<file path="config.mk">
export PLATFORM = sky130hd
export DESIGN_NAME = serial_adc_port
export DESIGN_NICKNAME = d
export VERILOG_FILES = /design/src/core/adc_port_pkg.sv /design/src/core/sample_fifo.sv /design/src/core/serial_adc_port.sv
export SDC_FILE = /design/constraint.sdc
export NUM_CORES = 1
export LEC_CHECK = 0
export CORE_MARGIN = 5
export CORE_UTILIZATION = 62
export DETAILED_ROUTE_END_ITERATION = 12
export DONT_BUFFER_PORTS = 1
export GPL_ROUTABILITY_DRIVEN = 0
export PLACE_DENSITY_LB_ADDON = 0.08
export SETUP_SLACK_MARGIN = 0.05
export SLEW_MARGIN = 20
export SYNTH_ARGS = -nofsm -noshare
export SYNTH_HDL_FRONTEND = slang
export SYNTH_SLANG_ARGS = --single-unit
</file>
<file path="constraint.sdc">
create_clock -name sys_clk -period 3.3 [get_ports sys_clk]
set_input_delay 0.165 -clock sys_clk [delete_from_list [all_inputs] [get_ports sys_clk]]
set_output_delay 0.165 -clock sys_clk [all_outputs]
set_load 0.03 [all_outputs]
</file>
<file path="src/core/adc_port_pkg.sv">
// Shared constants, types and carriers of the serial converter port
// Notes on behaviour
// - Select falling edge holds sample, starts conversion
// - Output leaves high impedance, drives low converting
// - Output high impedance while select is high
// - Output driven high marks end of conversion
// - Conversion needs no serial clock; result kept
// - Result shifts out only on serial clock edges
// - Output changes on falling edges, MSB first
// - Extra clocks shift zeros, converter undisturbed
// - Byte reads: marker plus seven, five plus zeros
// - Result is straight unipolar binary code
// - Floating shutdown pin disables internal reference
// - Shutdown low powers down; high or floating runs
package adc_port_pkg;

  // ==========================================================
  // Sizes and timing
  localparam int RES_BITS = 12;
  localparam int FRAME_BITS = RES_BITS + 1;
  localparam int CLK_PERIOD_NS = 40;
  localparam int CONV_MAX_NS = 7500;
  localparam int CONV_MAX_CYC = CONV_MAX_NS / CLK_PERIOD_NS;
  localparam int STEP_CYC = CONV_MAX_CYC / (RES_BITS + 1);
  localparam int STEP_W = 5;
  localparam int FIFO_DEPTH = 16;
  localparam logic LEAD_BIT = 1'b1;
  localparam logic [RES_BITS-1:0] MSB_TRIAL = 12'h800;
  localparam logic [3:0] TOP_BIT_IDX = 4'hb;

  // ==========================================================
  // Types
  typedef enum logic [1:0] {
    ST_IDLE = 2'b00,
    ST_CONV = 2'b01,
    ST_READ = 2'b10
  } port_state_t;

  typedef struct packed {
    logic [RES_BITS-1:0] code;
  } conv_word_t;

  typedef struct packed {
    logic powerDownNFloat;
    logic powerDownNIsLow;
    logic cmpHigh;
    logic sclk;
    logic selectN;
  } pin_in_t;

  // Idle pin levels, so no false select edge follows reset
  localparam pin_in_t PINS_IDLE = '{
    powerDownNFloat: 1'b0,
    powerDownNIsLow: 1'b0,
    cmpHigh: 1'b0,
    sclk: 1'b0,
    selectN: 1'b1
  };

endpackage

</file>
<file path="src/core/sample_fifo.sv">
// Parameterised result FIFO with valid and ready on both sides
`timescale 1ns/1ns
module sample_fifo #(
  parameter int WIDTH = 12,
  parameter int DEPTH = 16
) (
  // Clock and reset
  input wire logic sys_clk,
  input wire logic rst,
  input wire logic flush,
  // Fill side
  input wire logic inValid,
  output logic inReady,
  input wire logic [WIDTH-1:0] inData,
  // Drain side
  output logic outValid,
  input wire logic outReady,
  output logic [WIDTH-1:0] outData
);

  localparam int AW = $clog2(DEPTH);

  logic [WIDTH-1:0] mem [DEPTH];
  logic [AW:0] wrPtr_r;
  logic [AW:0] wrPtr_nxt;
  logic [AW:0] rdPtr_r;
  logic [AW:0] rdPtr_nxt;
  logic doPush;
  logic doPop;
  logic full;
  logic empty;

  // ==========================================================
  // Status and handshakes
  assign empty = (wrPtr_r == rdPtr_r);
  assign full = (wrPtr_r[AW] != rdPtr_r[AW]) && (wrPtr_r[AW-1:0] == rdPtr_r[AW-1:0]);
  assign inReady = !full;
  assign outValid = !empty;
  assign outData = mem[rdPtr_r[AW-1:0]];
  assign doPush = inValid && !full && !flush;
  assign doPop = outReady && !empty;

  always_comb
  begin
    wrPtr_nxt = wrPtr_r;
    rdPtr_nxt = rdPtr_r;
    if (flush)
    begin
      rdPtr_nxt = wrPtr_r;
    end
    else
    begin
      if (doPush)
      begin
        wrPtr_nxt = wrPtr_r + {{AW{1'b0}}, 1'b1};
      end
      if (doPop)
      begin
        rdPtr_nxt = rdPtr_r + {{AW{1'b0}}, 1'b1};
      end
    end
  end

  always_ff @(posedge sys_clk)
  begin
    if (rst)
    begin
      wrPtr_r <= '0;
      rdPtr_r <= '0;
    end
    else
    begin
      wrPtr_r <= wrPtr_nxt;
      rdPtr_r <= rdPtr_nxt;
    end
  end

  always_ff @(posedge sys_clk)
  begin
    if (doPush)
    begin
      mem[wrPtr_r[AW-1:0]] <= inData;
    end
  end

endmodule // sample_fifo

</file>
<file path="src/core/serial_adc_port.sv">
// Conversion control and serial readout of the twelve-bit converter
`timescale 1ns/1ns
module serial_adc_port #(
  parameter int FIFO_DEPTH = adc_port_pkg::FIFO_DEPTH
) (
  // Clock and reset
  input wire logic sys_clk,
  input wire logic rst,
  // Pins and comparator
  input wire adc_port_pkg::pin_in_t pinsIn,
  // Serial output pin
  output logic dout,
  output logic doutOe,
  // Analog control
  output logic holdSample,
  output logic [adc_port_pkg::RES_BITS-1:0] dacCode,
  output logic refEnable,
  output logic powerUp
);

  import adc_port_pkg::*;

  // ==========================================================
  // Pin synchronisers
  pin_in_t sync1_r;
  pin_in_t sync2_r;
  logic selPrev_r;
  logic sclkPrev_r;
  logic selFall;
  logic selRise;
  logic sclkFall;
  logic pdLow;
  logic pdFloat;

  always_ff @(posedge sys_clk)
  begin
    if (rst)
    begin
      sync1_r <= PINS_IDLE;
      sync2_r <= PINS_IDLE;
      selPrev_r <= 1'b1;
      sclkPrev_r <= 1'b0;
    end
    else
    begin
      sync1_r <= pinsIn;
      sync2_r <= sync1_r;
      selPrev_r <= sync2_r.selectN;
      sclkPrev_r <= sync2_r.sclk;
    end
  end

  assign selFall = selPrev_r && !sync2_r.selectN;
  assign selRise = !selPrev_r && sync2_r.selectN;
  assign sclkFall = sclkPrev_r && !sync2_r.sclk;
  assign pdLow = sync2_r.powerDownNIsLow;
  assign pdFloat = sync2_r.powerDownNFloat;

  // ==========================================================
  // Shared control terms
  port_state_t state_r;
  port_state_t state_nxt;
  logic startReq;
  logic abortConv;
  logic readAbort;
  logic fifoInReady;
  logic fifoOutValid;
  logic fifoOutReady;
  conv_word_t fifoOut;
  conv_word_t pushWord;

  assign startReq = selFall && (state_r == ST_IDLE) && !pdLow;
  assign abortConv = (state_r == ST_CONV) && (selRise || pdLow);
  assign readAbort = (state_r == ST_READ) && (selRise || pdLow);
  assign fifoOutReady = (state_r == ST_CONV);

  // ==========================================================
  // Successive approximation engine
  logic sarBusy_r;
  logic sarBusy_nxt;
  logic [3:0] bitIdx_r;
  logic [3:0] bitIdx_nxt;
  logic [STEP_W-1:0] stepCnt_r;
  logic [STEP_W-1:0] stepCnt_nxt;
  logic [RES_BITS-1:0] trial_r;
  logic [RES_BITS-1:0] trial_nxt;
  logic pushValid_r;
  logic pushValid_nxt;

  always_comb
  begin
    sarBusy_nxt = sarBusy_r;
    bitIdx_nxt = bitIdx_r;
    stepCnt_nxt = stepCnt_r;
    trial_nxt = trial_r;
    pushValid_nxt = pushValid_r;
    if (abortConv)
    begin
      sarBusy_nxt = 1'b0;
      pushValid_nxt = 1'b0;
    end
    else if (startReq)
    begin
      // Internal timing only, no serial clock needed
      sarBusy_nxt = 1'b1;
      trial_nxt = MSB_TRIAL;
      bitIdx_nxt = TOP_BIT_IDX;
      stepCnt_nxt = '0;
    end
    else if (pushValid_r)
    begin
      // Stalls here while the FIFO is full
      if (fifoInReady)
      begin
        pushValid_nxt = 1'b0;
      end
    end
    else if (sarBusy_r)
    begin
      if (stepCnt_r == STEP_W'(STEP_CYC - 1))
      begin
        stepCnt_nxt = '0;
        // Keep trial bit when input is above the DAC level
        trial_nxt[bitIdx_r] = sync2_r.cmpHigh;
        if (bitIdx_r == 4'h0)
        begin
          sarBusy_nxt = 1'b0;
          pushValid_nxt = 1'b1;
        end
        else
        begin
          trial_nxt[bitIdx_r - 4'h1] = 1'b1;
          bitIdx_nxt = bitIdx_r - 4'h1;
        end
      end
      else
      begin
        stepCnt_nxt = stepCnt_r + STEP_W'(1);
      end
    end
  end

  always_ff @(posedge sys_clk)
  begin
    if (rst)
    begin
      sarBusy_r <= 1'b0;
      bitIdx_r <= '0;
      stepCnt_r <= '0;
      trial_r <= '0;
      pushValid_r <= 1'b0;
    end
    else
    begin
      sarBusy_r <= sarBusy_nxt;
      bitIdx_r <= bitIdx_nxt;
      stepCnt_r <= stepCnt_nxt;
      trial_r <= trial_nxt;
      pushValid_r <= pushValid_nxt;
    end
  end

  assign holdSample = sarBusy_r;
  assign dacCode = trial_r;
  assign pushWord.code = trial_r;

  // ==========================================================
  // Result buffer
  sample_fifo #(
    .WIDTH($bits(conv_word_t)),
    .DEPTH(FIFO_DEPTH)
  ) u_fifo (
    .sys_clk(sys_clk),
    .rst(rst),
    .flush(abortConv),
    .inValid(pushValid_r),
    .inReady(fifoInReady),
    .inData(pushWord),
    .outValid(fifoOutValid),
    .outReady(fifoOutReady),
    .outData(fifoOut)
  );

  // ==========================================================
  // Port state and readout shifter
  logic [FRAME_BITS-1:0] shiftReg_r;
  logic [FRAME_BITS-1:0] shiftReg_nxt;
  logic dout_r;
  logic dout_nxt;
  logic doutOe_r;
  logic doutOe_nxt;

  always_comb
  begin
    state_nxt = state_r;
    shiftReg_nxt = shiftReg_r;
    case (state_r)
      ST_IDLE:
      begin
        if (startReq)
        begin
          state_nxt = ST_CONV;
        end
      end
      ST_CONV:
      begin
        if (abortConv)
        begin
          state_nxt = ST_IDLE;
        end
        else if (fifoOutValid)
        begin
          state_nxt = ST_READ;
          shiftReg_nxt = {LEAD_BIT, fifoOut.code};
        end
      end
      ST_READ:
      begin
        if (readAbort)
        begin
          state_nxt = ST_IDLE;
        end
        else if (sclkFall)
        begin
          shiftReg_nxt = {shiftReg_r[FRAME_BITS-2:0], 1'b0};
        end
      end
      default:
      begin
        state_nxt = ST_IDLE;
      end
    endcase
    doutOe_nxt = (state_nxt != ST_IDLE);
    dout_nxt = (state_nxt == ST_READ) ? shiftReg_nxt[FRAME_BITS-1] : 1'b0;
  end

  always_ff @(posedge sys_clk)
  begin
    if (rst)
    begin
      state_r <= ST_IDLE;
      shiftReg_r <= '0;
      dout_r <= 1'b0;
      doutOe_r <= 1'b0;
    end
    else
    begin
      state_r <= state_nxt;
      shiftReg_r <= shiftReg_nxt;
      dout_r <= dout_nxt;
      doutOe_r <= doutOe_nxt;
    end
  end

  assign dout = dout_r;
  assign doutOe = doutOe_r;

  // ==========================================================
  // Power and reference control
  logic refEnable_r;
  logic refEnable_nxt;
  logic powerUp_r;
  logic powerUp_nxt;

  always_comb
  begin
    powerUp_nxt = !pdLow;
    refEnable_nxt = !pdLow && !pdFloat;
  end

  always_ff @(posedge sys_clk)
  begin
    if (rst)
    begin
      refEnable_r <= 1'b0;
      powerUp_r <= 1'b0;
    end
    else
    begin
      refEnable_r <= refEnable_nxt;
      powerUp_r <= powerUp_nxt;
    end
  end

  assign refEnable = refEnable_r;
  assign powerUp = powerUp_r;

  // ==========================================================
  // Checks
  localparam int CONV_BOUND = 200;
  logic fifoTake;
  logic [3:0] shiftCnt_r;

  assign fifoTake = (state_r == ST_CONV) && !abortConv && fifoOutValid;

  always_ff @(posedge sys_clk)
  begin
    if (rst || fifoTake)
    begin
      shiftCnt_r <= '0;
    end
    else if (state_r == ST_READ && sclkFall && shiftCnt_r != 4'hf)
    begin
      shiftCnt_r <= shiftCnt_r + 4'h1;
    end
  end
endmodule // serial_adc_port

</file>
==> summary.md <==
| Metric | Value |
|---|---|
| Final non-filler cell total | `999` |
| Ratio of cells with drive above 1 in the final layout | `18.35%` |
| Final setup skew | `0.01655 ns` |
| Vias in the first global route | `6315` |
| Number of vias after detailed routing | `6364` |
| Number of nets in the layout | `775` |
| Part of the cycle the worst path needs | `75.08%` |
| Synth warn | `0` |
| Antenna Cells | `0` |
| Largest net degree at the start of global routing | `46` |
| R2R depth | `5` |
| Total Die Area | `19970 um^2` |
| Post-route minimum period | `2.478 ns` |
| Arrival time at the worst endpoint | `2.93 ns` |
| Final global-route overflow total | `0` |
| Final HPWL DP | `14660 um` |
| Proportion of synthesized chip area in sequential cells | `66.67%` |
| Clock slew at the register clock pins of the worst setup and hold paths | `0.06 ns` |
| Total wire length after detailed routing | `23220 um` |
| Path class of the lowest-slack min-delay path | `input port to flop` |
| RSZ-0062 raised after global routing | `false` |
| Area of the core | `17120 um^2` |
| Max Buffers Root-to-Sink | `3` |
| Latest clock arrival within the worst-skew pair | `0.53 ns` |
| Switching portion of total power | `20.54%` |
| Clock buffer count from CTS | `27` |
| Number of clock sinks | `260` |
| Starting density of the core | `62.46%` |
| Setup bufs post-CTS | `0` |
| Most common cell after layout, fill and taps aside | `edfxtp_1` |
| Tightest slew margin relative to the limit | `25.98%` |
| NetSw | `1.400 mW` |
| Port buffer count | `0` |
| Internal cell power | `5.417 mW` |
| Die extent in y | `141.3 um` |
| Post-route cell area | `12040 um^2` |
| Biggest fanout along the worst timing path | `12` |
| #FFs+latches synth | `260` |
| 1st-pass router iterations | `5` |
| Standby leakage power | `3.793 nW` |
| Number of maximum-capacitance violations | `0` |
| Transition time at the pin with the least slew margin | `1.109 ns` |
| Ys flop type | `edfxtp_1` |
| Power consumption | `6.818 mW` |
| Worst hold path cell count | `3` |
| Crit Path Category | `flop to flop` |
| Fmax | `0.4036 GHz` |
| Fraction of registers with async set or reset after synthesis | `0%` |
| Net count after synthesis | `742` |
| Mean routed wirelength per cell | `23.25 um` |
| Power density over the cells | `566.4 nW/um^2` |
| Gates resized, CTS repair | `0` |
| Data required, critical path | `3.75 ns` |
| Initial antenna violation count | `0` |
| Combinational group share of total power | `3.7%` |
| Die width | `141.3 um` |
| Placed Instance Area | `11080 um^2` |
| Kind of start point of the critical path | `flop` |
| Number of pins with negative max-slew slack in the final report | `0` |
| Final setup violating endpoints | `0` |
| Sequential cell fraction of total power | `52.6%` |
| Placed cells | `942` |
| H-tree levels | `1` |
| Count of pins on the block boundary | `24` |
| Wire length of the first global-routing pass | `36070 um` |
| Type of destination of the critical path | `flop` |
| Post-synthesis instance area | `10690 um^2` |
| Layout overhead on the synthesized area | `12.61%` |
| Status | `completed` |
| Worst hold margin | `0.05854 ns` |
| Number of flops mapped to enable cells by yosys | `192` |
| Core Rows | `48` |
| Total DRC errors in the routed layout | `0` |
| Number of distinct library cells after synthesis | `62` |
| Post-route ant nets | `0` |
| Avg Inst Size Synth | `14.85 um^2` |
| Gate count after technology mapping | `720` |
| Total routing resource utilization after global routing | `23.59%` |
| Clock root buffer | `clkbuf_16` |
| Post-detailed-route via-to-cell ratio | `6.370` |
| Filler cells | `1141` |
| Total Neg Setup Slack | `0 ns` |
| Fraction of power consumed by the clock network | `43.7%` |
| Initial detailed-routing violation count | `646` |
| Top library cells by usage in the layout, fill and taps aside | `edfxtp_1 (192), dfxtp_1 (67), nor2_1 (54)` |
| Number of hold violations in the final report | `0` |
| Worst-case vdd ir drop | `0.5418 mV` |
| Clock tree from TritonCTS | `done` |
-- worst max-delay path, stage by stage (launching register included) --
cell and delay (ns):
dfxtp_1 0.59, xnor2_1 0.16, and4_1 0.33, a2111oi_4 0.94, a32oi_1 0.20, a21oi_1 0.20
-- area by class of cell --
| cell class | count | area (um^2) | area share, % |
|---|---|---|---|
| Clock buffer | 37 | 733.2 | 6.091 |
| Clock inverter | 13 | 146.4 | 1.216 |
| Inverter | 15 | 56.30 | 0.4677 |
| Multi-Input combinational cell | 407 | 3337 | 27.72 |
| Sequential cell | 260 | 7128 | 59.21 |
| Tap cell | 225 | 281.5 | 2.339 |
| Timing Repair Buffer | 42 | 355.3 | 2.952 |
-- kinds of logic after synthesis --
| family | share of synthesized area [%] |
|---|---|
| AOI/OAI and AO/OA | 9.539 |
| muxes | 10.67 |
| adders and majority gates | 1.756 |
| and+or+nand+nor | 7.842 |
| DFF | 66.67 |
| buffers and inverters | 2.306 |
| xor gates and xnor gates | 1.217 |
-- state kept, by name (all words and copies together), names as in the netlist, 2 cells and up, named ones only --
signal          flops
u_fifo.mem        192
shiftReg_r         13
dacCode            12
stepCnt_r           5
sync1_r             5
u_fifo.rdPtr_r      5
u_fifo.wrPtr_r      5
bitIdx_r            4
sync2_r             3
state_r             2
-- cell usage after synthesis (7+ instances only) --
cell	instances	share of area, %
xnor2_1	7	0.57
mux2i_1	15	1.4
nand2_1	39	1.4
ha_1	15	1.8
a22oi_1	11	0.77
nor2b_1	18	1.1
edfxtp_1	192	54
nor2_1	54	1.9
mux4_2	44	9.3
o21ai_0	23	1.1
a21oi_1	38	1.8
nand2b_1	11	0.64
nand3_1	8	0.37
clkbuf_1	20	0.70
a211oi_1	7	0.49
dfxtp_1	68	13
o22ai_1	24	1.4
nor3_1	9	0.42
buf_2	8	0.37
inv_1	15	0.53
-- timing repair --
action                                  in CTS  in global routing
endpoints found under the hold margin       53                  0
endpoints found under the setup margin       0                  0
hold buffers                                 7                  0
-- metal layers --
metal  GRT usage, %  share of wire [%]  up-vias
met5              0                  0        -
met4          5.405                1.9        0
met1          32.55                 42     3237
met2          39.18                 49      226
li1               -                  -     2860
met3          5.022                6.8       41
-- path summary, 6_finish.rpt --
check | end | slack, ns | start
max | shiftReg_r[10] | 0.82 | u_fifo.wrPtr_r[3]
min | bitIdx_r[1] | 0.06 | rst
max reg2reg | shiftReg_r[10] | 0.82 | u_fifo.wrPtr_r[3]
min reg2reg | refEnable | 0.38 | pdFloat
-- stage by stage --
step / setup slack [ns] / utilization (%)
after detailed placement: 0.8934 / 64.72
after CTS: 0.8747 / 70.33
after global placement: 0.9812 / 64.72
after global routing: 0.6332 / 70.33
after floorplan: 0.6327 / -
final: 0.8223 / 70.33
-- power by group through the flow --
stage / clock network (mW) / registers [mW] / logic (mW)
2_1_floorplan: 0 / 3.63 / 0.198
3_3_place_gp: 0 / 3.65 / 0.221
3_5_place_dp: 0 / 3.66 / 0.229
4_1_cts: 3.02 / 3.59 / 0.247
5_1_grt: 3.18 / 3.59 / 0.275
6_report: 2.98 / 3.59 / 0.250
Note: power is estimated with default switching activity, not from simulation.
